--- src/logic/ptp_config_pkg.sv ---
// Package: register map, field positions and constants of the timestamp configuration bank.
// Assumes registers are reached over the paged management port, page five selected.
package ptp_config_pkg;
  localparam logic [4:0] event_unit_config_addr = 5'h15;
  localparam logic [4:0] transmit_timestamp_config_addr = 5'h16;
  localparam logic [2:0] config_page = 3'h5;
  localparam logic [15:0] event_config_reset = 16'h0000;
  localparam logic [15:0] tx_config_reset = 16'h0000;
  // Event register fields
  localparam int ev_rise_bit = 14;
  localparam int ev_fall_bit = 13;
  localparam int ev_single_bit = 12;
  localparam int ev_pin_lsb = 8;
  localparam int ev_sel_lsb = 1;
  localparam int ev_wr_bit = 0;
  localparam logic [15:0] ev_writable_mask = 16'h7F0E;
  localparam int event_units = 8;
  localparam int event_pins = 12;
  localparam logic [3:0] max_pin = 4'hC;
  // Transmit register fields
  localparam int tx_sync1_bit = 15;
  localparam int tx_dr_bit = 13;
  localparam int tx_ntp_bit = 12;
  localparam int tx_ign2_bit = 11;
  localparam int tx_crc_bit = 10;
  localparam int tx_chk_bit = 9;
  localparam int tx_ipf_bit = 8;
  localparam int tx_l2_bit = 7;
  localparam int tx_v6_bit = 6;
  localparam int tx_v4_bit = 5;
  localparam int tx_ver_lsb = 1;
  localparam int tx_en_bit = 0;
  localparam logic [15:0] tx_writable_mask = 16'hBFFF;
  localparam logic [15:0] udp_port_event = 16'h013F;
  localparam logic [15:0] udp_port_ntp = 16'h007B;
  localparam int sync_depth = 3;
endpackage

--- src/logic/event_unit_store.sv ---
// Small memory: per-unit event configuration words, registered read data.
// Assumes one write or read address per cycle from the register bank.
`timescale 1ns/1ps
`default_nettype none
module event_unit_store
  import ptp_config_pkg::*;
(
  // Clock and reset
  input wire logic clock,
  input wire logic reset,
  // Write port
  input wire logic write_enable,
  input wire logic [2:0] write_addr,
  input wire logic [11:0] write_data,
  // Per-unit clear of edge enables
  input wire logic [event_units-1:0] clear_edges,
  // Read port
  input wire logic [2:0] read_addr,
  output logic [11:0] read_data,
  // Whole contents for the capture logic
  output logic [event_units*12-1:0] all_words
);
  logic [11:0] word_reg [event_units];
  genvar g;
  generate
    for (g = 0; g < event_units; g++) begin : g_word
      always_ff @(posedge clock) begin
        if (reset) begin
          word_reg[g] <= 12'h000;
        end else if (write_enable && write_addr == 3'(g)) begin
          word_reg[g] <= write_data;
        end else if (clear_edges[g]) begin
          word_reg[g] <= {2'b00, word_reg[g][9:0]};
        end
      end
      assign all_words[g*12 +: 12] = word_reg[g];
    end
  endgenerate
  always_ff @(posedge clock) begin
    if (reset) begin
      read_data <= 12'h000;
    end else begin
      read_data <= word_reg[read_addr];
    end
  end
endmodule
`default_nettype wire

--- src/logic/ptp_event_tx_timestamp_config.sv ---
// Configuration bank for event timestamp units and transmit timestamping.
// Assumes a management block delivering decoded register strobes on page five.
`timescale 1ns/1ps
`default_nettype none
module ptp_event_tx_timestamp_config
  import ptp_config_pkg::*;
(
  // Clock and reset
  input wire logic clock,
  input wire logic reset,
  // Management register port
  input wire logic [2:0] register_page_select,
  input wire logic [4:0] reg_addr,
  input wire logic reg_write,
  input wire logic reg_read,
  input wire logic [15:0] reg_wdata,
  output logic [15:0] reg_rdata,
  // General-purpose pins
  input wire logic [event_pins-1:0] gpio_in,
  // Event capture outputs
  output logic [event_units-1:0] event_capture,
  output logic [event_units-1:0] event_rise_dir,
  // Transmit frame information
  input wire logic frame_done,
  input wire logic [15:0] frame_udp_port,
  input wire logic frame_is_l2,
  input wire logic frame_is_v6,
  input wire logic frame_is_v4,
  input wire logic frame_is_sync,
  input wire logic frame_is_delay_req,
  input wire logic frame_two_step,
  input wire logic frame_crc_bad,
  input wire logic frame_ip_assigned,
  input wire logic [3:0] frame_version,
  input wire logic rx_insert_enable,
  // Transmit decisions
  output logic tx_capture,
  output logic one_step_insert,
  output logic checksum_fix,
  output logic force_crc_error,
  output logic delay_response_insert,
  output logic [15:0] parser_udp_port,
  // Configuration fields
  output logic [15:0] transmit_timestamp_config
);
  logic [2:0] event_unit_select_reg;
  logic [15:0] tx_cfg_reg;
  logic [15:0] tx_cfg_next;
  logic [11:0] store_rdata;
  logic [event_units*12-1:0] all_words;
  logic [event_units-1:0] clear_edges;
  logic [event_units-1:0] capture_reg;
  logic [event_units-1:0] rise_reg;
  logic [event_pins-1:0] pin_s1_reg;
  logic [event_pins-1:0] pin_s2_reg;
  logic [event_pins-1:0] pin_s3_reg;
  logic [event_pins-1:0] pin_level_reg;
  logic [event_pins-1:0] pin_prev_reg;
  logic [15:0] rdata_reg;
  logic read_pending_reg;
  logic tx_capture_reg;
  logic one_step_reg;
  logic force_crc_reg;

  // Register decode
  wire page_ok = register_page_select == config_page;
  wire ev_hit = page_ok && reg_addr == event_unit_config_addr;
  wire tx_hit = page_ok && reg_addr == transmit_timestamp_config_addr;
  wire ev_wr = ev_hit && reg_write;
  wire tx_wr = tx_hit && reg_write;
  wire ev_strobe = ev_wr && reg_wdata[ev_wr_bit];
  wire [2:0] sel_in = reg_wdata[ev_sel_lsb +: 3];
  wire [15:0] ev_masked = reg_wdata & ev_writable_mask;
  wire [11:0] store_wdata = {ev_masked[14:8], 1'b0, ev_masked[3:0]};
  wire [2:0] store_raddr = ev_wr ? sel_in : event_unit_select_reg;

  assign tx_cfg_next = tx_wr ? (reg_wdata & tx_writable_mask) : tx_cfg_reg;

  always_ff @(posedge clock) begin
    if (reset) begin
      event_unit_select_reg <= 3'h0;
      tx_cfg_reg <= tx_config_reset;
    end else begin
      if (ev_wr) begin
        event_unit_select_reg <= sel_in;
      end
      tx_cfg_reg <= tx_cfg_next;
    end
  end

  a_tx_reserved: assert property (@(posedge clock) disable iff (reset)
    tx_cfg_reg[14] == 1'b0)
    else $error("transmit reserved bit set");
  a_tx_write_lands: assert property (@(posedge clock) disable iff (reset)
    tx_wr
    |=> tx_cfg_reg == $past(reg_wdata & tx_writable_mask))
    else $error("transmit write did not land");
  a_off_page_hold: assert property (@(posedge clock) disable iff (reset)
    (reg_write && !page_ok)
    |=> $stable(tx_cfg_reg) && $stable(event_unit_select_reg))
    else $error("write off page changed a register");
  a_select_track: assert property (@(posedge clock) disable iff (reset)
    read_pending_reg
    |-> event_unit_select_reg == $past(sel_in))
    else $error("unit select not taken from write");

  event_unit_store u_store (
    .clock(clock),
    .reset(reset),
    .write_enable(ev_strobe),
    .write_addr(sel_in),
    .write_data(store_wdata),
    .clear_edges(clear_edges),
    .read_addr(store_raddr),
    .read_data(store_rdata),
    .all_words(all_words)
  );

  a_store_write: assert property (@(posedge clock) disable iff (reset)
    (ev_strobe && sel_in == 3'h0)
    |=> all_words[11:5] == $past(reg_wdata[14:8]))
    else $error("strobed write missed unit zero");
  a_keep_unstrobed: assert property (@(posedge clock) disable iff (reset)
    (ev_wr && !reg_wdata[ev_wr_bit] && !clear_edges[0])
    |=> $stable(all_words[11:0]))
    else $error("readback select altered unit zero");

  // Pin synchronisers, change accepted when stages two and three agree
  always_ff @(posedge clock) begin
    if (reset) begin
      pin_s1_reg <= '0;
      pin_s2_reg <= '0;
      pin_s3_reg <= '0;
      pin_level_reg <= '0;
      pin_prev_reg <= '0;
    end else begin
      pin_s1_reg <= gpio_in;
      pin_s2_reg <= pin_s1_reg;
      pin_s3_reg <= pin_s2_reg;
      pin_level_reg <= (pin_s2_reg & pin_s3_reg) | (pin_level_reg & (pin_s2_reg | pin_s3_reg));
      pin_prev_reg <= pin_level_reg;
    end
  end

  a_pin_agree: assert property (@(posedge clock) disable iff (reset)
    ((pin_level_reg ^ $past(pin_level_reg)) & ($past(pin_s2_reg) ^ $past(pin_s3_reg))) == '0)
    else $error("pin level moved before stages agreed");

  // Per-unit edge detection
  genvar u;
  generate
    for (u = 0; u < event_units; u++) begin : g_unit
      wire [11:0] word = all_words[u*12 +: 12];
      wire [3:0] pin_sel = word[8:5];
      wire pin_valid = pin_sel != 4'h0 && pin_sel <= max_pin;
      wire [3:0] pin_idx = pin_sel - 4'h1;
      wire cur = pin_valid ? pin_level_reg[pin_idx] : 1'b0;
      wire prv = pin_valid ? pin_prev_reg[pin_idx] : 1'b0;
      wire rise_hit = word[11] && cur && !prv;
      wire fall_hit = word[10] && !cur && prv;
      wire hit = rise_hit || fall_hit;
      assign clear_edges[u] = hit && word[9];
      always_ff @(posedge clock) begin
        if (reset) begin
          capture_reg[u] <= 1'b0;
          rise_reg[u] <= 1'b0;
        end else begin
          capture_reg[u] <= hit;
          if (hit) begin
            rise_reg[u] <= rise_hit;
          end
        end
      end
    end
  endgenerate

  assign event_capture = capture_reg;
  assign event_rise_dir = rise_reg;

  a_capture_enabled: assert property (@(posedge clock) disable iff (reset)
    event_capture[0]
    |-> $past(all_words[11] || all_words[10]))
    else $error("capture with both edges disabled");
  a_rise_dir: assert property (@(posedge clock) disable iff (reset)
    (event_capture[0] && event_rise_dir[0])
    |-> $past(all_words[11]))
    else $error("rising capture without rise enable");
  a_fall_dir: assert property (@(posedge clock) disable iff (reset)
    (event_capture[0] && !event_rise_dir[0])
    |-> $past(all_words[10]))
    else $error("falling capture without fall enable");
  a_no_pin_idle: assert property (@(posedge clock) disable iff (reset)
    (all_words[8:5] == 4'h0)
    |=> !event_capture[0])
    else $error("unrouted unit captured");
  a_bad_pin_idle: assert property (@(posedge clock) disable iff (reset)
    (all_words[8:5] > max_pin)
    |=> !event_capture[0])
    else $error("unit on invalid pin captured");
  a_single_clear: assert property (@(posedge clock) disable iff (reset)
    (clear_edges[0] && !(ev_strobe && sel_in == 3'h0))
    |=> all_words[11:10] == 2'b00)
    else $error("single capture left edges enabled");

  // Readback, event word assembled from selected unit
  wire [15:0] ev_read = {1'b0, store_rdata[11:5], 4'h0, store_rdata[3:1], 1'b0};
  wire [15:0] ev_view = {ev_read[15:4], event_unit_select_reg, 1'b0};

  always_ff @(posedge clock) begin
    if (reset) begin
      read_pending_reg <= 1'b0;
      rdata_reg <= 16'h0000;
    end else begin
      read_pending_reg <= ev_wr;
      if (tx_hit && reg_read) begin
        rdata_reg <= tx_cfg_reg;
      end else if (ev_hit && reg_read) begin
        rdata_reg <= ev_view;
      end else if (reg_read) begin
        rdata_reg <= 16'h0000;
      end
    end
  end
  assign reg_rdata = rdata_reg;

  a_reserved_zero: assert property (@(posedge clock) disable iff (reset)
    $past(ev_hit && reg_read)
    |-> reg_rdata[15] == 1'b0 && reg_rdata[7:4] == 4'h0)
    else $error("reserved event bits read nonzero");
  a_off_page_read: assert property (@(posedge clock) disable iff (reset)
    $past(reg_read && !page_ok)
    |-> reg_rdata == 16'h0000)
    else $error("read off page returned data");
  a_select_readback: assert property (@(posedge clock) disable iff (reset)
    $past(ev_hit && reg_read)
    |-> reg_rdata[3:1] == $past(event_unit_select_reg))
    else $error("readback shows wrong unit select");
  a_tx_readback: assert property (@(posedge clock) disable iff (reset)
    $past(tx_hit && reg_read)
    |-> reg_rdata == $past(tx_cfg_reg))
    else $error("transmit register read back wrong");

  // Transmit decisions
  wire cfg_sync1 = tx_cfg_reg[tx_sync1_bit];
  wire cfg_ver_ok = tx_cfg_reg[tx_ver_lsb +: 4] == 4'h0
    || tx_cfg_reg[tx_ver_lsb +: 4] == frame_version;
  wire [15:0] port_sel = tx_cfg_reg[tx_ntp_bit] ? udp_port_ntp : udp_port_event;
  wire is_udp = frame_is_v6 || frame_is_v4;
  wire encap_ok = (frame_is_l2 && tx_cfg_reg[tx_l2_bit])
    || (frame_is_v6 && tx_cfg_reg[tx_v6_bit])
    || (frame_is_v4 && tx_cfg_reg[tx_v4_bit]);
  wire port_ok = !is_udp || frame_udp_port == port_sel;
  wire ip_ok = !is_udp || !tx_cfg_reg[tx_ipf_bit] || frame_ip_assigned;
  wire frame_ok = encap_ok && port_ok && ip_ok && cfg_ver_ok;
  wire cap_now = frame_done && frame_ok && tx_cfg_reg[tx_en_bit];
  wire step_ok = !frame_two_step || tx_cfg_reg[tx_ign2_bit];
  // A one-step insert is a transmit capture as well
  wire insert_now = cap_now && frame_is_sync && cfg_sync1 && step_ok;

  always_ff @(posedge clock) begin
    if (reset) begin
      tx_capture_reg <= 1'b0;
      one_step_reg <= 1'b0;
      force_crc_reg <= 1'b0;
    end else begin
      tx_capture_reg <= cap_now;
      one_step_reg <= insert_now;
      force_crc_reg <= insert_now && frame_crc_bad && !tx_cfg_reg[tx_crc_bit];
    end
  end

  assign tx_capture = tx_capture_reg;
  assign one_step_insert = one_step_reg;
  assign force_crc_error = force_crc_reg;
  assign checksum_fix = tx_cfg_reg[tx_chk_bit] && !frame_is_l2;
  assign delay_response_insert = tx_cfg_reg[tx_dr_bit] && rx_insert_enable;
  assign parser_udp_port = port_sel;
  assign transmit_timestamp_config = tx_cfg_reg;

  // Transmit decision checks
  a_capture_gate: assert property (@(posedge clock) disable iff (reset)
    tx_capture
    |-> $past(tx_cfg_reg[tx_en_bit] && frame_done))
    else $error("transmit capture while disabled");
  a_tx_capture_ver: assert property (@(posedge clock) disable iff (reset)
    tx_capture
    |-> ($past(tx_cfg_reg[4:1]) == 4'h0 || $past(tx_cfg_reg[4:1]) == $past(frame_version)))
    else $error("capture with version mismatch");
  a_port_select: assert property (@(posedge clock) disable iff (reset)
    parser_udp_port == (tx_cfg_reg[tx_ntp_bit] ? 16'h007B : 16'h013F))
    else $error("wrong parser port");
  a_encap_gate: assert property (@(posedge clock) disable iff (reset)
    tx_capture
    |-> $past((frame_is_l2 && tx_cfg_reg[tx_l2_bit]) || (frame_is_v6 && tx_cfg_reg[tx_v6_bit])
      || (frame_is_v4 && tx_cfg_reg[tx_v4_bit])))
    else $error("capture on disabled encapsulation");
  a_ip_filter: assert property (@(posedge clock) disable iff (reset)
    (frame_done && (frame_is_v4 || frame_is_v6) && tx_cfg_reg[tx_ipf_bit] && !frame_ip_assigned)
    |=> !tx_capture)
    else $error("capture despite address filter");
  a_port_filter: assert property (@(posedge clock) disable iff (reset)
    (frame_done && (frame_is_v4 || frame_is_v6) && frame_udp_port != parser_udp_port)
    |=> !tx_capture)
    else $error("capture on wrong udp port");
  a_sync_only: assert property (@(posedge clock) disable iff (reset)
    one_step_insert
    |-> $past(frame_is_sync && tx_cfg_reg[tx_sync1_bit]))
    else $error("insert without one-step sync");
  a_insert_capture: assert property (@(posedge clock) disable iff (reset)
    one_step_insert
    |-> tx_capture)
    else $error("insert without timestamp capture");
  a_two_step_skip: assert property (@(posedge clock) disable iff (reset)
    (frame_done && frame_two_step && !tx_cfg_reg[tx_ign2_bit])
    |=> !one_step_insert)
    else $error("insertion despite two-step flag");
  a_crc_force: assert property (@(posedge clock) disable iff (reset)
    force_crc_error
    |-> one_step_insert && $past(frame_crc_bad) && !$past(tx_cfg_reg[tx_crc_bit]))
    else $error("crc error forced wrongly");
  a_crc_bad_forced: assert property (@(posedge clock) disable iff (reset)
    (one_step_insert && $past(frame_crc_bad) && !$past(tx_cfg_reg[tx_crc_bit]))
    |-> force_crc_error)
    else $error("bad crc frame sent without forced error");
  a_checksum_l2: assert property (@(posedge clock) disable iff (reset)
    frame_is_l2
    |-> !checksum_fix)
    else $error("checksum fix on raw ethernet frame");
  a_dr_gate: assert property (@(posedge clock) disable iff (reset)
    delay_response_insert
    |-> rx_insert_enable && tx_cfg_reg[tx_dr_bit])
    else $error("delay response insert without receive insertion");
endmodule
`default_nettype wire

--- config.mk ---
export PLATFORM = sky130hd
export DESIGN_NAME = ptp_event_tx_timestamp_config
export DESIGN_NICKNAME = d
export VERILOG_FILES = /design/src/logic/ptp_config_pkg.sv /design/src/logic/event_unit_store.sv /design/src/logic/ptp_event_tx_timestamp_config.sv
export SDC_FILE = /design/constraint.sdc
export NUM_CORES = 1
export LEC_CHECK = 0
export BUFFER_PORTS_ARGS = -buffer_cell sky130_fd_sc_hd__buf_2
export CORE_MARGIN = 2
export CORE_UTILIZATION = 30
export DETAILED_ROUTE_END_ITERATION = 8
export PLACE_DENSITY_LB_ADDON = 0.12
export SKIP_LAST_GASP = 1
export SLEW_MARGIN = 25
export SYNTH_ARGS = -nofsm -noshare
export SYNTH_HDL_FRONTEND = slang
export SYNTH_SLANG_ARGS = --single-unit
--- constraint.sdc ---
create_clock -name clock -period 3.63 [get_ports clock]
set_clock_uncertainty 0.15 [all_clocks]
set_input_delay 0.363 -clock clock [delete_from_list [all_inputs] [get_ports clock]]
set_output_delay 0.363 -clock clock [all_outputs]
set_load 0.1 [all_outputs]
[Yosys cells after proc, flatten, opt, wreduce, memory -nomap -nowiden]
Memories as Yosys holds them, arrays and structs flattened. A register that Yosys moved wholly into a read port is not among the register bits.
Cells that the tools add are included.
W data, S select, Z words.
Operators by class
  $add $sub $neg: 8
  $lt $le $gt $ge: 16
  equal/unequal tests: 12
  muxes and demuxes: 127
  bitwise operators: 20
  reduce and logical (&&, ||, !) cells: 126
Operators with widths (count)
  $mux W12: 16
  $mux W1: 90
  $logic_and A1 B1 Y1: 78
  $bmux W1 S4: 16
  $mux W16: 3
  $lt A4 B5 Y1 const B: 8
  $le A4 B4 Y1 const B: 8
  $reduce_bool A4 Y1: 8
  $sub A4 B1 Y4 const B: 8
  $and A12 B12 Y12: 2
  $or A12 B12 Y12: 2
  $logic_not A1 Y1: 21
  $eq A16 B9 Y1: 1
  $logic_or A1 B1 Y1: 16
  $or A1 B1 Y1: 16
  $eq A3 B3 Y1 const B: 5
  $eq A5 B5 Y1 const B: 2
  $mux W9: 1
  $eq A3 B2 Y1 const B: 2
  $eq A4 B4 Y1: 1
  $logic_not A4 Y1: 1
  $eq A3 B1 Y1 const B: 1
  $logic_not A3 Y1: 1
  $mux W3: 1
  $reduce_bool A3 Y1: 1
Storage, ports and cells
  register bits: 113
  memory bits (writable): 96
  input bits: 70
  output and inout port bits: 69
  memories kept: 1
Memories
  u_store.word_reg: words 8, width 12, read ports 9, clocked after memory_dff 1, write ports 8, RTL line event_unit_store.sv:23  | logic [11:0] word_reg [event_units];

[Longest topological paths before layout]
Gate-level depths: netlist (run 1).
An unclocked memory read counts as a cell.
  depth after elaboration: 15
  mapped depth: 9
  depth with buffers taken out: 8

[Cells and area by module]
From an unflattened synthesis (run 1), not the netlist that was laid out.
Second synthesis, totals
  cell total of the unflattened synthesis: 972
  area, all modules: 11197.0 sq um
Modules (own cells, without submodules)
  ptp_event_tx_timestamp_config: instances 1, cells an instance 667, area each 6433.7 sq um, sequential area each 2262.2 sq um
  event_unit_store: instances 1, cells an instance 305, area each 4763.3 sq um, sequential area each 3123.0 sq um

[Least setup slack after synthesis (run 1)]
No wires, ideal clock.
  path type: flip-flop to flip-flop
  from: memory u_store.word_reg[2][5]
  to: memory u_store.word_reg[2][10], enable pin
  setup time: 0.297 ns
  data arrival time: 2.528 ns
  required time: 3.183 ns
  slack: 0.655 ns
  cell stages (with the launch flop): 9
  buffers on the path: 1
  cells stage by stage: edfxtp_1 -> buf_4 -> inv_1 -> ha_1 -> mux4_2 -> o211a_1 -> or4b_1 -> mux2i_1 -> a31o_1
RTL lines (RTL line)
  from (decl): event_unit_store.sv:23

==> metrics.md, run 1 <==
| Metric | Value |
|---|---|
| Final WL | `28.57 mm` |
| CTS max path bufs | `2` |
| Clock Latency Late Sink | `440 ps` |
| Max reg flops | `56` |
| Die Y | `182.0 um` |
| CTS tree | `built` |
| Dominant synthesized flop cell | `dfxtp_1` |
| Post-route DRC | `0` |
| Buffers on Ports | `123` |
| Most common cell in the netlist | `dfxtp_1` |
| Req. time, crit path | `3640 ps` |
| Vias in the first global route | `7191` |
| Slowest stage delay, CP | `600 ps` |
| Grt ovf | `0` |
| Layout cells sized above 1 | `22.05%` |
| Largest net degree at the start of global routing | `69` |
| Slowest-stage cell, CP | `mux4_1` |
| Count of cell types in the netlist | `68` |
| CP Buf/Inv Count | `1` |
| Clk slew on worst S/H paths | `70 ps` |
| Layout area overhead | `17.14%` |
| Via density | `5.164` |
| Setup_tns | `0 ps` |
| Synth top area share | `25.26%` |
| Global-route wire length before repair | `43.86 mm` |
| Syn Inst Count | `905` |
| Setup crit end kind | `flip-flop` |
| Final setup fails | `0` |
| Sink Count | `176` |
| Die X | `182.0 um` |
| Unrepaired setup endpoints after global routing | `no` |
| Wire per inst | `20.02 um` |
| Leak pwr | `4.455 nW` |
| Synth Cell Area | `9509 um2` |
| Final period utilization | `84.78%` |
| Worst path top cell family by delay | `multiplexers` |
| Slew of the pin with the lowest slew margin | `829.6 ps` |
| F_max | `0.3249 GHz` |
| Hold Path Class | `primary input to flip-flop` |
| Gates resized, CTS repair | `0` |
| Status | `finished, final reports clean` |
| Crit path cell chain | `inv_1, ha_1, mux4_1, o211a_1, or4b_4, mux2i_1, a31o_1` |
| Post-CTS setup buffers | `0` |
| Hold Violations, Final | `0` |
| Mean post-synth cell area | `10.51 um2` |
| Post-route ant nets | `0` |
| Min Tclk post-route | `3078 ps` |
| Core area | `31390 um2` |
| CP Class | `flip-flop to flip-flop` |
| Synth async-reset ratio | `0%` |
| Die ar. | `33140 um2` |
| Post-synth EDFFs | `56` |
| Post-DP HPWL | `19.56 mm` |
| PwrDens | `398.1 nW/um2` |
| Gr usage total | `17.56%` |
| Hold buffer count at CTS | `14` |
| Number of H-tree levels | `4` |
| Max-slew violations | `0` |
| Post-synthesis register bit count | `176` |
| Ant. Diodes | `0` |
| Num CTS Buffers | `17` |
| R2R Setup Slk | `550 ps` |
| Startpoint Class | `flip-flop` |
| Starting Density | `30.29%` |
| Initial drt markers | `513` |
| Commonest cells in the netlist | `120 x dfxtp_1, 58 x nand2_1, 57 x and2_1` |
| CP arrival | `3090 ps` |
| Critical-path maximum fanout | `6` |
| Max_slew headroom | `44.18%` |
| Placer congestion estimate | `0.8108` |
| Clock Tree Root | `clkbuf_16` |
| Fill cells | `3262` |
| Register area share after synthesis | `42.95%` |
| Max rail drop VDD | `0.2534 mV` |
| Final WS setup | `552.5 ps` |
| Final Instance Count excl. Fillers | `1427` |
| Synth area leader | `dfxtp_1` |
| Final net count | `1098` |
| I/O pin count | `139` |
| Routed via count | `7369` |
| Worst slack, placed | `567.4 ps` |
| First-pass detailed-route iteration total | `4` |
| Rows | `65` |
| Largest cells by area after synthesis | `dfxtp_1 25%, edfxtp_1 18%, mux4_2 9.9%` |
| MaxCap Viol Count | `0` |
| Yosys warns | `0` |
| Placed cells | `1381` |
| Antenna violations before repair | `0` |
[cell usage in the layout, fill, tap and decap left out, types with 7 or more instances in the layout]
cell / instances
buf_2: 122
dfxtp_1: 120
nand2_1: 58
and2_1: 57
edfxtp_1: 56
nor2b_1: 55
mux4_2: 42
a21oi_1: 40
nor2_1: 37
mux2i_1: 36
nand3_1: 31
nand4_1: 27
o21ai_0: 26
inv_1: 20
clkbuf_16: 17
ha_1: 16
conb_1: 14
dlygate4sd3_1: 14
buf_4: 14
xnor2_1: 12
nor4_1: 12
a211oi_1: 12
o21a_1: 11
o31ai_1: 11
nand2b_1: 10
o211ai_1: 9
nor3_1: 9
a22oi_1: 9
xor2_1: 8
a21o_1: 7
or4_1: 7
o31a_1: 7
o22a_1: 7
o221ai_1: 7
[cell families after synthesis]
| logic type | synth area share (%) |
|---|---|
| compound gates | 12.58 |
| xor+xnor | 1.842 |
| fa+ha+maj | 2.105 |
| buf+inv | 4.711 |
| flops | 42.95 |
| mux | 15.89 |
| other cells | 0.07898 |
| simple gates | 19.84 |
[cell type report]
type / count / area [um2] / area share [%]
Clock buffer: 20 / 466.7 / 4.190
Clock inverter: 12 / 103.9 / 0.9323
Inverter: 20 / 75.07 / 0.6739
Multi-Input combinational cell: 646 / 5031 / 45.16
Sequential cell: 176 / 4084 / 36.66
Tap cell: 402 / 503.0 / 4.515
Timing Repair Buffer: 151 / 875.8 / 7.863
[worst reg2reg max path, stage by stage, from the launching register on]
cell and delay [ps]:
edfxtp_1 440, inv_1 90, ha_1 410, mux4_1 600
o211a_1 170, or4b_4 520, mux2i_1 210, a31o_1 210
[power by group]
part           internal, W  total, W  leakage [nW]  switching, W
logic             0.000157  0.000462          2.64      0.000305
registers          0.00208   0.00215          1.52     0.0000636
clock network      0.00100   0.00183         0.287      0.000825
total              0.00324   0.00443          4.45       0.00119
[worst paths after layout]
kind,start,endpoint,depth (start not counted)
worst max-delay path,u_store.word_reg[0][6],u_store.word_reg[0][10],7
worst min-delay path,reg_wdata[6],transmit_timestamp_config[6],3
worst max register to register,u_store.word_reg[0][6],u_store.word_reg[0][10],7
worst min register to register,pin_s1_reg[2],pin_s2_reg[2],1
[stage by stage]
step	utilization [%]	total power [W]	cell area (um2)	hold WS, ps
final	35.48	0.004435	11140	23.87
after CTS	35.48	0.004494	11140	5.988
after floorplan	-	0.002514	9554	263.8
after detailed placement	33.22	0.002644	10430	270.4
after global placement	33.22	0.002642	10430	268.2
after global routing	35.48	0.004613	11140	36.41
[metal layers]
layer / GRT usage, % / share of wire, %
met2: 27.28 / 46
met3: 3.911 / 5.2
met1: 24.56 / 48
met5: 0 / 0
met4: 4.871 / 1.3
Note: power is estimated with default switching activity, not from simulation.
==> run 2, diff against run 1 <==
--- a/config.mk
+++ b/config.mk
@@ -5,6 +5,7 @@
 export SDC_FILE = /design/constraint.sdc
 export NUM_CORES = 1
 export LEC_CHECK = 0
+export ABC_AREA = 1
 export BUFFER_PORTS_ARGS = -buffer_cell sky130_fd_sc_hd__buf_2
 export CORE_MARGIN = 2
 export CORE_UTILIZATION = 30
==> constraint.sdc (replaced) <==
create_clock -name clock -period 3 [get_ports clock]
set_clock_uncertainty 0.15 [all_clocks]
set_input_delay 0.3 -clock clock [delete_from_list [all_inputs] [get_ports clock]]
set_output_delay 0.3 -clock clock [all_outputs]
set_load 0.1 [all_outputs]
==> run 2 against run 1 <==
  * Area after synthesis up 3.0%
  * Power up 27%
  * Combinational power up 87%
  * Global-route usage up 1.6 points
  * Sequential cell count unchanged
  * Setup slack better by 15 ps
  * Fmax up 27%
  * Sequential power up 19%
  * Critical path type unchanged
  * Largest cell class unchanged
==> metrics.md, run 2 <==
| Metric | Value |
|---|---|
| Status | `finished, final reports clean` |
| Gates resized, CTS repair | `0` |
| Max rail drop VDD | `0.4033 mV` |
| Initial drt markers | `718` |
| CP arrival | `2450 ps` |
| F_max | `0.4111 GHz` |
| Die ar. | `34100 um2` |
| Post-DP HPWL | `22.71 mm` |
| Syn Inst Count | `1459` |
| Fill cells | `3510` |
| Final net count | `1667` |
| Antenna violations before repair | `0` |
| Max_slew headroom | `54.38%` |
| Post-synthesis register bit count | `176` |
| Clock Latency Late Sink | `450 ps` |
| Synth area leader | `dfxtp_1` |
| Worst path top cell family by delay | `simple AND/OR/NAND/NOR gates` |
| Slowest stage delay, CP | `370 ps` |
| Synth top area share | `24.53%` |
| Req. time, crit path | `3020 ps` |
| Slowest-stage cell, CP | `edfxtp_1` |
| Hold Path Class | `primary input to flip-flop` |
| Mean post-synth cell area | `6.711 um2` |
| Placer congestion estimate | `0.8272` |
| Register area share after synthesis | `41.71%` |
| Leak pwr | `5.379 nW` |
| Clk slew on worst S/H paths | `70 ps` |
| I/O pin count | `139` |
| Setup_tns | `0 ps` |
| Slew of the pin with the lowest slew margin | `683.3 ps` |
| Core area | `32370 um2` |
| Die X | `184.7 um` |
| Gr usage total | `19.15%` |
| Final period utilization | `81.08%` |
| Synth Cell Area | `9792 um2` |
| Rows | `66` |
| Largest net degree at the start of global routing | `89` |
| Ant. Diodes | `0` |
| WL met2 | `14.65 mm` |
| Post-route DRC | `0` |
| Dominant synthesized flop cell | `dfxtp_1` |
| Unrepaired setup endpoints after global routing | `no` |
| Largest cells by area after synthesis | `dfxtp_1 25%, edfxtp_1 17%, nand2_1 17%` |
| Synth async-reset ratio | `0%` |
| Commonest non-fill, non-tap cell in the layout | `nand2_1` |
| Crit path cell chain | `inv_1, ha_1, inv_1, nand3_1, nand3_1, nand3_1, nand2_1, nand4_1, nand2_1, nand2_1, nand2_1` |
| Hold Violations, Final | `0` |
| Post-synth EDFFs | `56` |
| Layout cells sized above 1 | `12.05%` |
| PwrDens | `487.0 nW/um2` |
| Cell mode on critical path | `nand2_1` |
| Layout area overhead | `18.35%` |
| First-pass detailed-route iteration total | `6` |
| Final WS setup | `567.6 ps` |
| Yosys warns | `0` |
| Final setup fails | `0` |
| CTS max path bufs | `2` |
| Count of cell types in the netlist | `38` |
| Vias in the first global route | `8807` |
| CP Buf/Inv Count | `2` |
| Sink Count | `176` |
| Grt ovf | `0` |
| Die Y | `184.7 um` |
| Via density | `4.664` |
| Leading cell types in the layout, fill and taps excluded | `443 x nand2_1, 206 x nand3_1, 199 x inv_1, 167 x nor2_1, 122 x buf_2` |
| Met1 Wirelength | `14.78 mm` |
| Critical-path maximum fanout | `7` |
| Worst slack, placed | `572.9 ps` |
| Startpoint Class | `flip-flop` |
| Commonest cells in the netlist | `443 x nand2_1, 206 x nand3_1, 199 x inv_1` |
| Most common cell in the netlist | `nand2_1` |
| Clock Tree Root | `clkbuf_16` |
| Max-slew violations | `0` |
| Number of H-tree levels | `4` |
| Max reg flops | `56` |
| Min Tclk post-route | `2432 ps` |
| Starting Density | `30.25%` |
| Final WL | `31.71 mm` |
| MaxCap Viol Count | `0` |
| Core Util, Final | `35.80%` |
| Wire per inst | `15.57 um` |
| Buffers on Ports | `123` |
| Global-route wire length before repair | `49.30 mm` |
| CP Class | `flip-flop to flip-flop` |
| Met3 routed WL | `1.764 mm` |
| Post-route ant nets | `0` |
| Top layer in use | `met4` |
| Setup crit end kind | `flip-flop` |
| Num CTS Buffers | `17` |
| Routed via count | `9495` |
| CTS tree | `built` |
## run 2: tightest hold or removal path, cell delays in order
cell and delay [ps]:
buf_2 100, o21ai_0 80, a21oi_1 100
## run 2: report_power, final
part | internal [W] | total, W | switching (W)
sequential | 0.00253 | 0.00256 | 0.0000361
combinational | 0.000245 | 0.000865 | 0.000620
clock | 0.00111 | 0.00222 | 0.00111
## run 2: kinds of logic (layout without fill, tap and decap cells)
logic type | after synthesis | count (layout) | share of synthesized area [%]
xor+xnor | 5 | 5 | 0.4472
compound gates | 121 | 121 | 6.670
fa+ha+maj | 16 | 16 | 2.044
buf+inv | 281 | 404 | 12.02
flops | 176 | 176 | 41.71
simple gates | 858 | 858 | 37.03
other cells | 2 | 14 | 0.07670
## run 2: worst paths after layout
check / from / endpoint / slack, ps / cells past startpoint
max: u_store.word_reg[7][6] / u_store.word_reg[7][10] / 570 / 11
min: reg_wdata[8] / transmit_timestamp_config[8] / 20 / 3
max reg2reg: u_store.word_reg[7][6] / u_store.word_reg[7][10] / 570 / 11
min reg2reg: pin_s1_reg[1] / pin_s2_reg[1] / 240 / 2
## run 2: per-layer routing
layer / global-route usage, % / vias to the layer above
met2: 30.39 / 267
met4: 5.238 / 0
met5: 0 / -
met1: 26.61 / 4369
li1: - / 4828
met3: 3.537 / 31
## run 2: area by class of cell
class	count	area, um2	share of cell area, %
Tap cell	442	553.0	4.772
Clock inverter	15	146.4	1.263
Multi-Input combinational cell	1014	4576	39.48
Sequential cell	176	4084	35.24
Clock buffer	17	425.4	3.671
Inverter	202	758.2	6.543
Timing Repair Buffer	170	1046	9.026
## run 2: timing repair
| item | 4_1_cts | 5_1_grt |
|---|---|---|
| hold buffers | 25 | 0 |
| hold endpoints to repair | 23 | 0 |
| buffers inserted | 0 | 0 |
## run 2: per-stage QoR
step | instances | cell area [um2] | hold WS, ps | total power (W)
after detailed placement | 1979 | 10770 | 242.8 | 0.003462
after global placement | 1979 | 10770 | 242.9 | 0.003460
after CTS | 2036 | 11590 | 5.036 | 0.005715
after global routing | 2036 | 11590 | 41.52 | 0.005914
final | 2036 | 11590 | 19.58 | 0.005643
after floorplan | 1471 | 9837 | 238.3 | 0.003231
==> run 3, diff against run 2 <==
--- a/config.mk
+++ b/config.mk
@@ -5,7 +5,7 @@
 export SDC_FILE = /design/constraint.sdc
 export NUM_CORES = 1
 export LEC_CHECK = 0
-export ABC_AREA = 1
+export ABC_AREA = 0
 export BUFFER_PORTS_ARGS = -buffer_cell sky130_fd_sc_hd__buf_2
 export CORE_MARGIN = 2
 export CORE_UTILIZATION = 30
==> constraint.sdc (replaced) <==
create_clock -name clock -period 2 [get_ports clock]
set_clock_uncertainty 0.15 [all_clocks]
set_input_delay 0.2 -clock clock [delete_from_list [all_inputs] [get_ports clock]]
set_output_delay 0.2 -clock clock [all_outputs]
set_load 0.1 [all_outputs]
==> run 3 against run 2 <==
  * The run now ends with negative setup slack left
  * Worst hold slack better by 1.2 ps
  * Global-route usage is 0.36 points lower
  * First-iteration DRC count is 28% lower
  * Sequential cell count stayed put
  * Register-to-register slack worse by 1300 ps
  * Sequential power is 50% higher
  * Setup slack worse by 1300 ps
  * Critical path depth is 4 lower
  * Final area is 13% higher
  * Clock power is 57% higher
  * Sequential share of layout area is 4.1 points lower
  * Wire length is 3.0% lower
==> metrics.md, run 3 (synthesized netlist as in run 1, its figures left out) <==
| Metric | Value |
|---|---|
| Status | `finished with violations` |
| Failing checks | `negative setup slack` |
| Routed via count | `8187` |
| Worst path top cell family by delay | `multiplexers` |
| CTS tree | `built` |
| Max-slew violations | `0` |
| Via density | `5.029` |
| Max rail drop VDD | `0.5813 mV` |
| Sw frac | `27.87%` |
| Commonest non-fill, non-tap cell in the layout | `buf_4` |
| CP arrival | `2770 ps` |
| Starting Density | `30.29%` |
| CP Buf/Inv Count | `1` |
| Worst slack, placed | `-778.3 ps` |
| CTS max path bufs | `2` |
| Switching pwr | `0.002377 W` |
| Slowest-stage cell, CP | `mux4_2` |
| Gr usage total | `18.79%` |
| Leak pwr | `5.518 nW` |
| Post-DP HPWL | `22.97 mm` |
| Min Tclk post-route | `2763 ps` |
| Placer congestion estimate | `0.8937` |
| Clock Tree Root | `clkbuf_16` |
| Clock network power share | `40.8%` |
| Clock Latency Late Sink | `440 ps` |
| Critical-path maximum fanout | `4` |
| Req. time, crit path | `2010 ps` |
| MaxCap Viol Count | `0` |
| Unrepaired setup endpoints after global routing | `yes` |
| Seq pwr share | `45.1%` |
| Layout area overhead | `38.03%` |
| Post-route DRC | `0` |
| Slew of the pin with the lowest slew margin | `552.6 ps` |
| Number of H-tree levels | `4` |
| Max_slew headroom | `63.07%` |
| First-pass detailed-route iteration total | `5` |
| Die ar. | `33140 um2` |
| Sink Count | `176` |
| Final total power | `0.008530 W` |
| Die Y | `182.0 um` |
| Setup_tns | `-15430 ps` |
| Rows | `65` |
| Layout cells sized above 1 | `39.67%` |
| Leading cell types in the layout, fill and taps excluded | `192 x buf_4, 122 x buf_2, 115 x dfxtp_1, 56 x and2_1, 56 x edfxtp_1` |
| Clk slew on worst S/H paths | `80 ps` |
| Setup crit end kind | `flip-flop` |
| GR Util met1 | `25.60%` |
| PwrDens | `649.9 nW/um2` |
| Cell area after layout | `13130 um2` |
| Hold Path Class | `primary input to flip-flop` |
| Core Util, Final | `41.81%` |
| Max reg flops | `56` |
| Slowest stage delay, CP | `500 ps` |
| Die X | `182.0 um` |
| Final setup fails | `32` |
| GR peak layer | `met2` |
| Final period utilization | `138.1%` |
| CP Class | `flip-flop to flip-flop` |
| Cell Int Power | `0.006153 W` |
| Placement Cell Area | `11960 um2` |
| Largest net degree at the start of global routing | `47` |
| Startpoint Class | `flip-flop` |
| Fill cells | `3127` |
| Global-route wire length before repair | `46.95 mm` |
| Hold Violations, Final | `0` |
| Crit path cell chain | `inv_4, ha_4, mux4_2, o211a_1, or4b_4, mux2i_2, a31o_1` |
| Met2 Track Usage GR | `29.98%` |
| Buffers on Ports | `123` |
| Post-route ant nets | `0` |
| Logic pwr share | `14.1%` |
| Met3 Track Usage GR | `3.771%` |
| Grt ovf | `0` |
| Initial drt markers | `519` |
| Wire per inst | `18.89 um` |
| Final WS setup | `-762.7 ps` |
| Num CTS Buffers | `17` |
| F_max | `0.3620 GHz` |
| Vias in the first global route | `7892` |
| Final WL | `30.75 mm` |
| Core area | `31390 um2` |
| I/O pin count | `139` |
| Antenna violations before repair | `3` |
| Final net count | `1298` |
==> run 3: changes by cell type in the layout (fill, tap and decap cells not counted), sizes merged, moves of 12 or more <==
| cell | change |
|---|---|
| inv | -182 |
| buf | +183 |
| nand3 | -176 |
| nand2 | -390 |
| nor2b | +55 |
| mux2i | +37 |
| nor2 | -132 |
| a21oi | -30 |
| a211oi | +12 |
| mux4 | +48 |
| and2 | +56 |
==> run 3: worst paths after layout <==
check	depth (start not counted)	start	slack (ps)	end
min reg2reg	1	pin_s1_reg[4]	280	pin_s2_reg[4]
max reg2reg	7	u_store.word_reg[2][5]	-760	u_store.word_reg[2][10]
max	7	u_store.word_reg[2][5]	-760	u_store.word_reg[2][10]
min	4	frame_done	20	tx_capture
==> run 3: layout make-up <==
cell class	instances	area (um2)	share of cell area, %
timing repair buffer	351	2492	18.99
inverter	20	98.84	0.7531
clock inverter	14	158.9	1.211
tap	402	503.0	3.832
sequential	176	4093	31.18
antenna	1	2.502	0.01907
clock buffer	18	450.4	3.432
multi-input combinational	646	5326	40.58
==> run 3: through the flow <==
| step | cells | hold slack, ps |
|---|---|---|
| after global routing | 1627 | 33.60 |
| after floorplan | 917 | 178.2 |
| after detailed placement | 1552 | 261.6 |
| final | 1628 | 20.76 |
| after global placement | 1552 | 259.0 |
| after CTS | 1618 | 15.83 |
==> run 3: per-layer routing <==
metal  wire length (um)  vias up
met5                 13        -
met4                659        2
met3               1449       40
met2              14160      210
met1              14470     3962
li1                   -     3973
==> run 3: tightest hold or removal path: stages <==
cell and delay (ps):
buf_2 90, nand3b_1 90, nor4_1 60, buf_4 130
==> run 3: power groups by stage <==
| stage | sequential [W] | combinational [W] | clock [W] |
|---|---|---|---|
| 2_1_floorplan | 0.00398 | 0.000632 | 0 |
| 3_3_place_gp | 0.00392 | 0.00113 | 0 |
| 3_5_place_dp | 0.00392 | 0.00113 | 0 |
| 4_1_cts | 0.00384 | 0.00119 | 0.00356 |
| 5_1_grt | 0.00386 | 0.00129 | 0.00370 |
| 6_report | 0.00384 | 0.00121 | 0.00348 |
==> run 3: timing repair <==
item / in CTS / in global routing
setup buffers: 15 / 17
gates resized for setup: 28 / 28
endpoints found under the setup margin: 32 / 32
pin swaps: 24 / 28
hold buffers: 23 / 0
hold endpoints to repair: 22 / 0
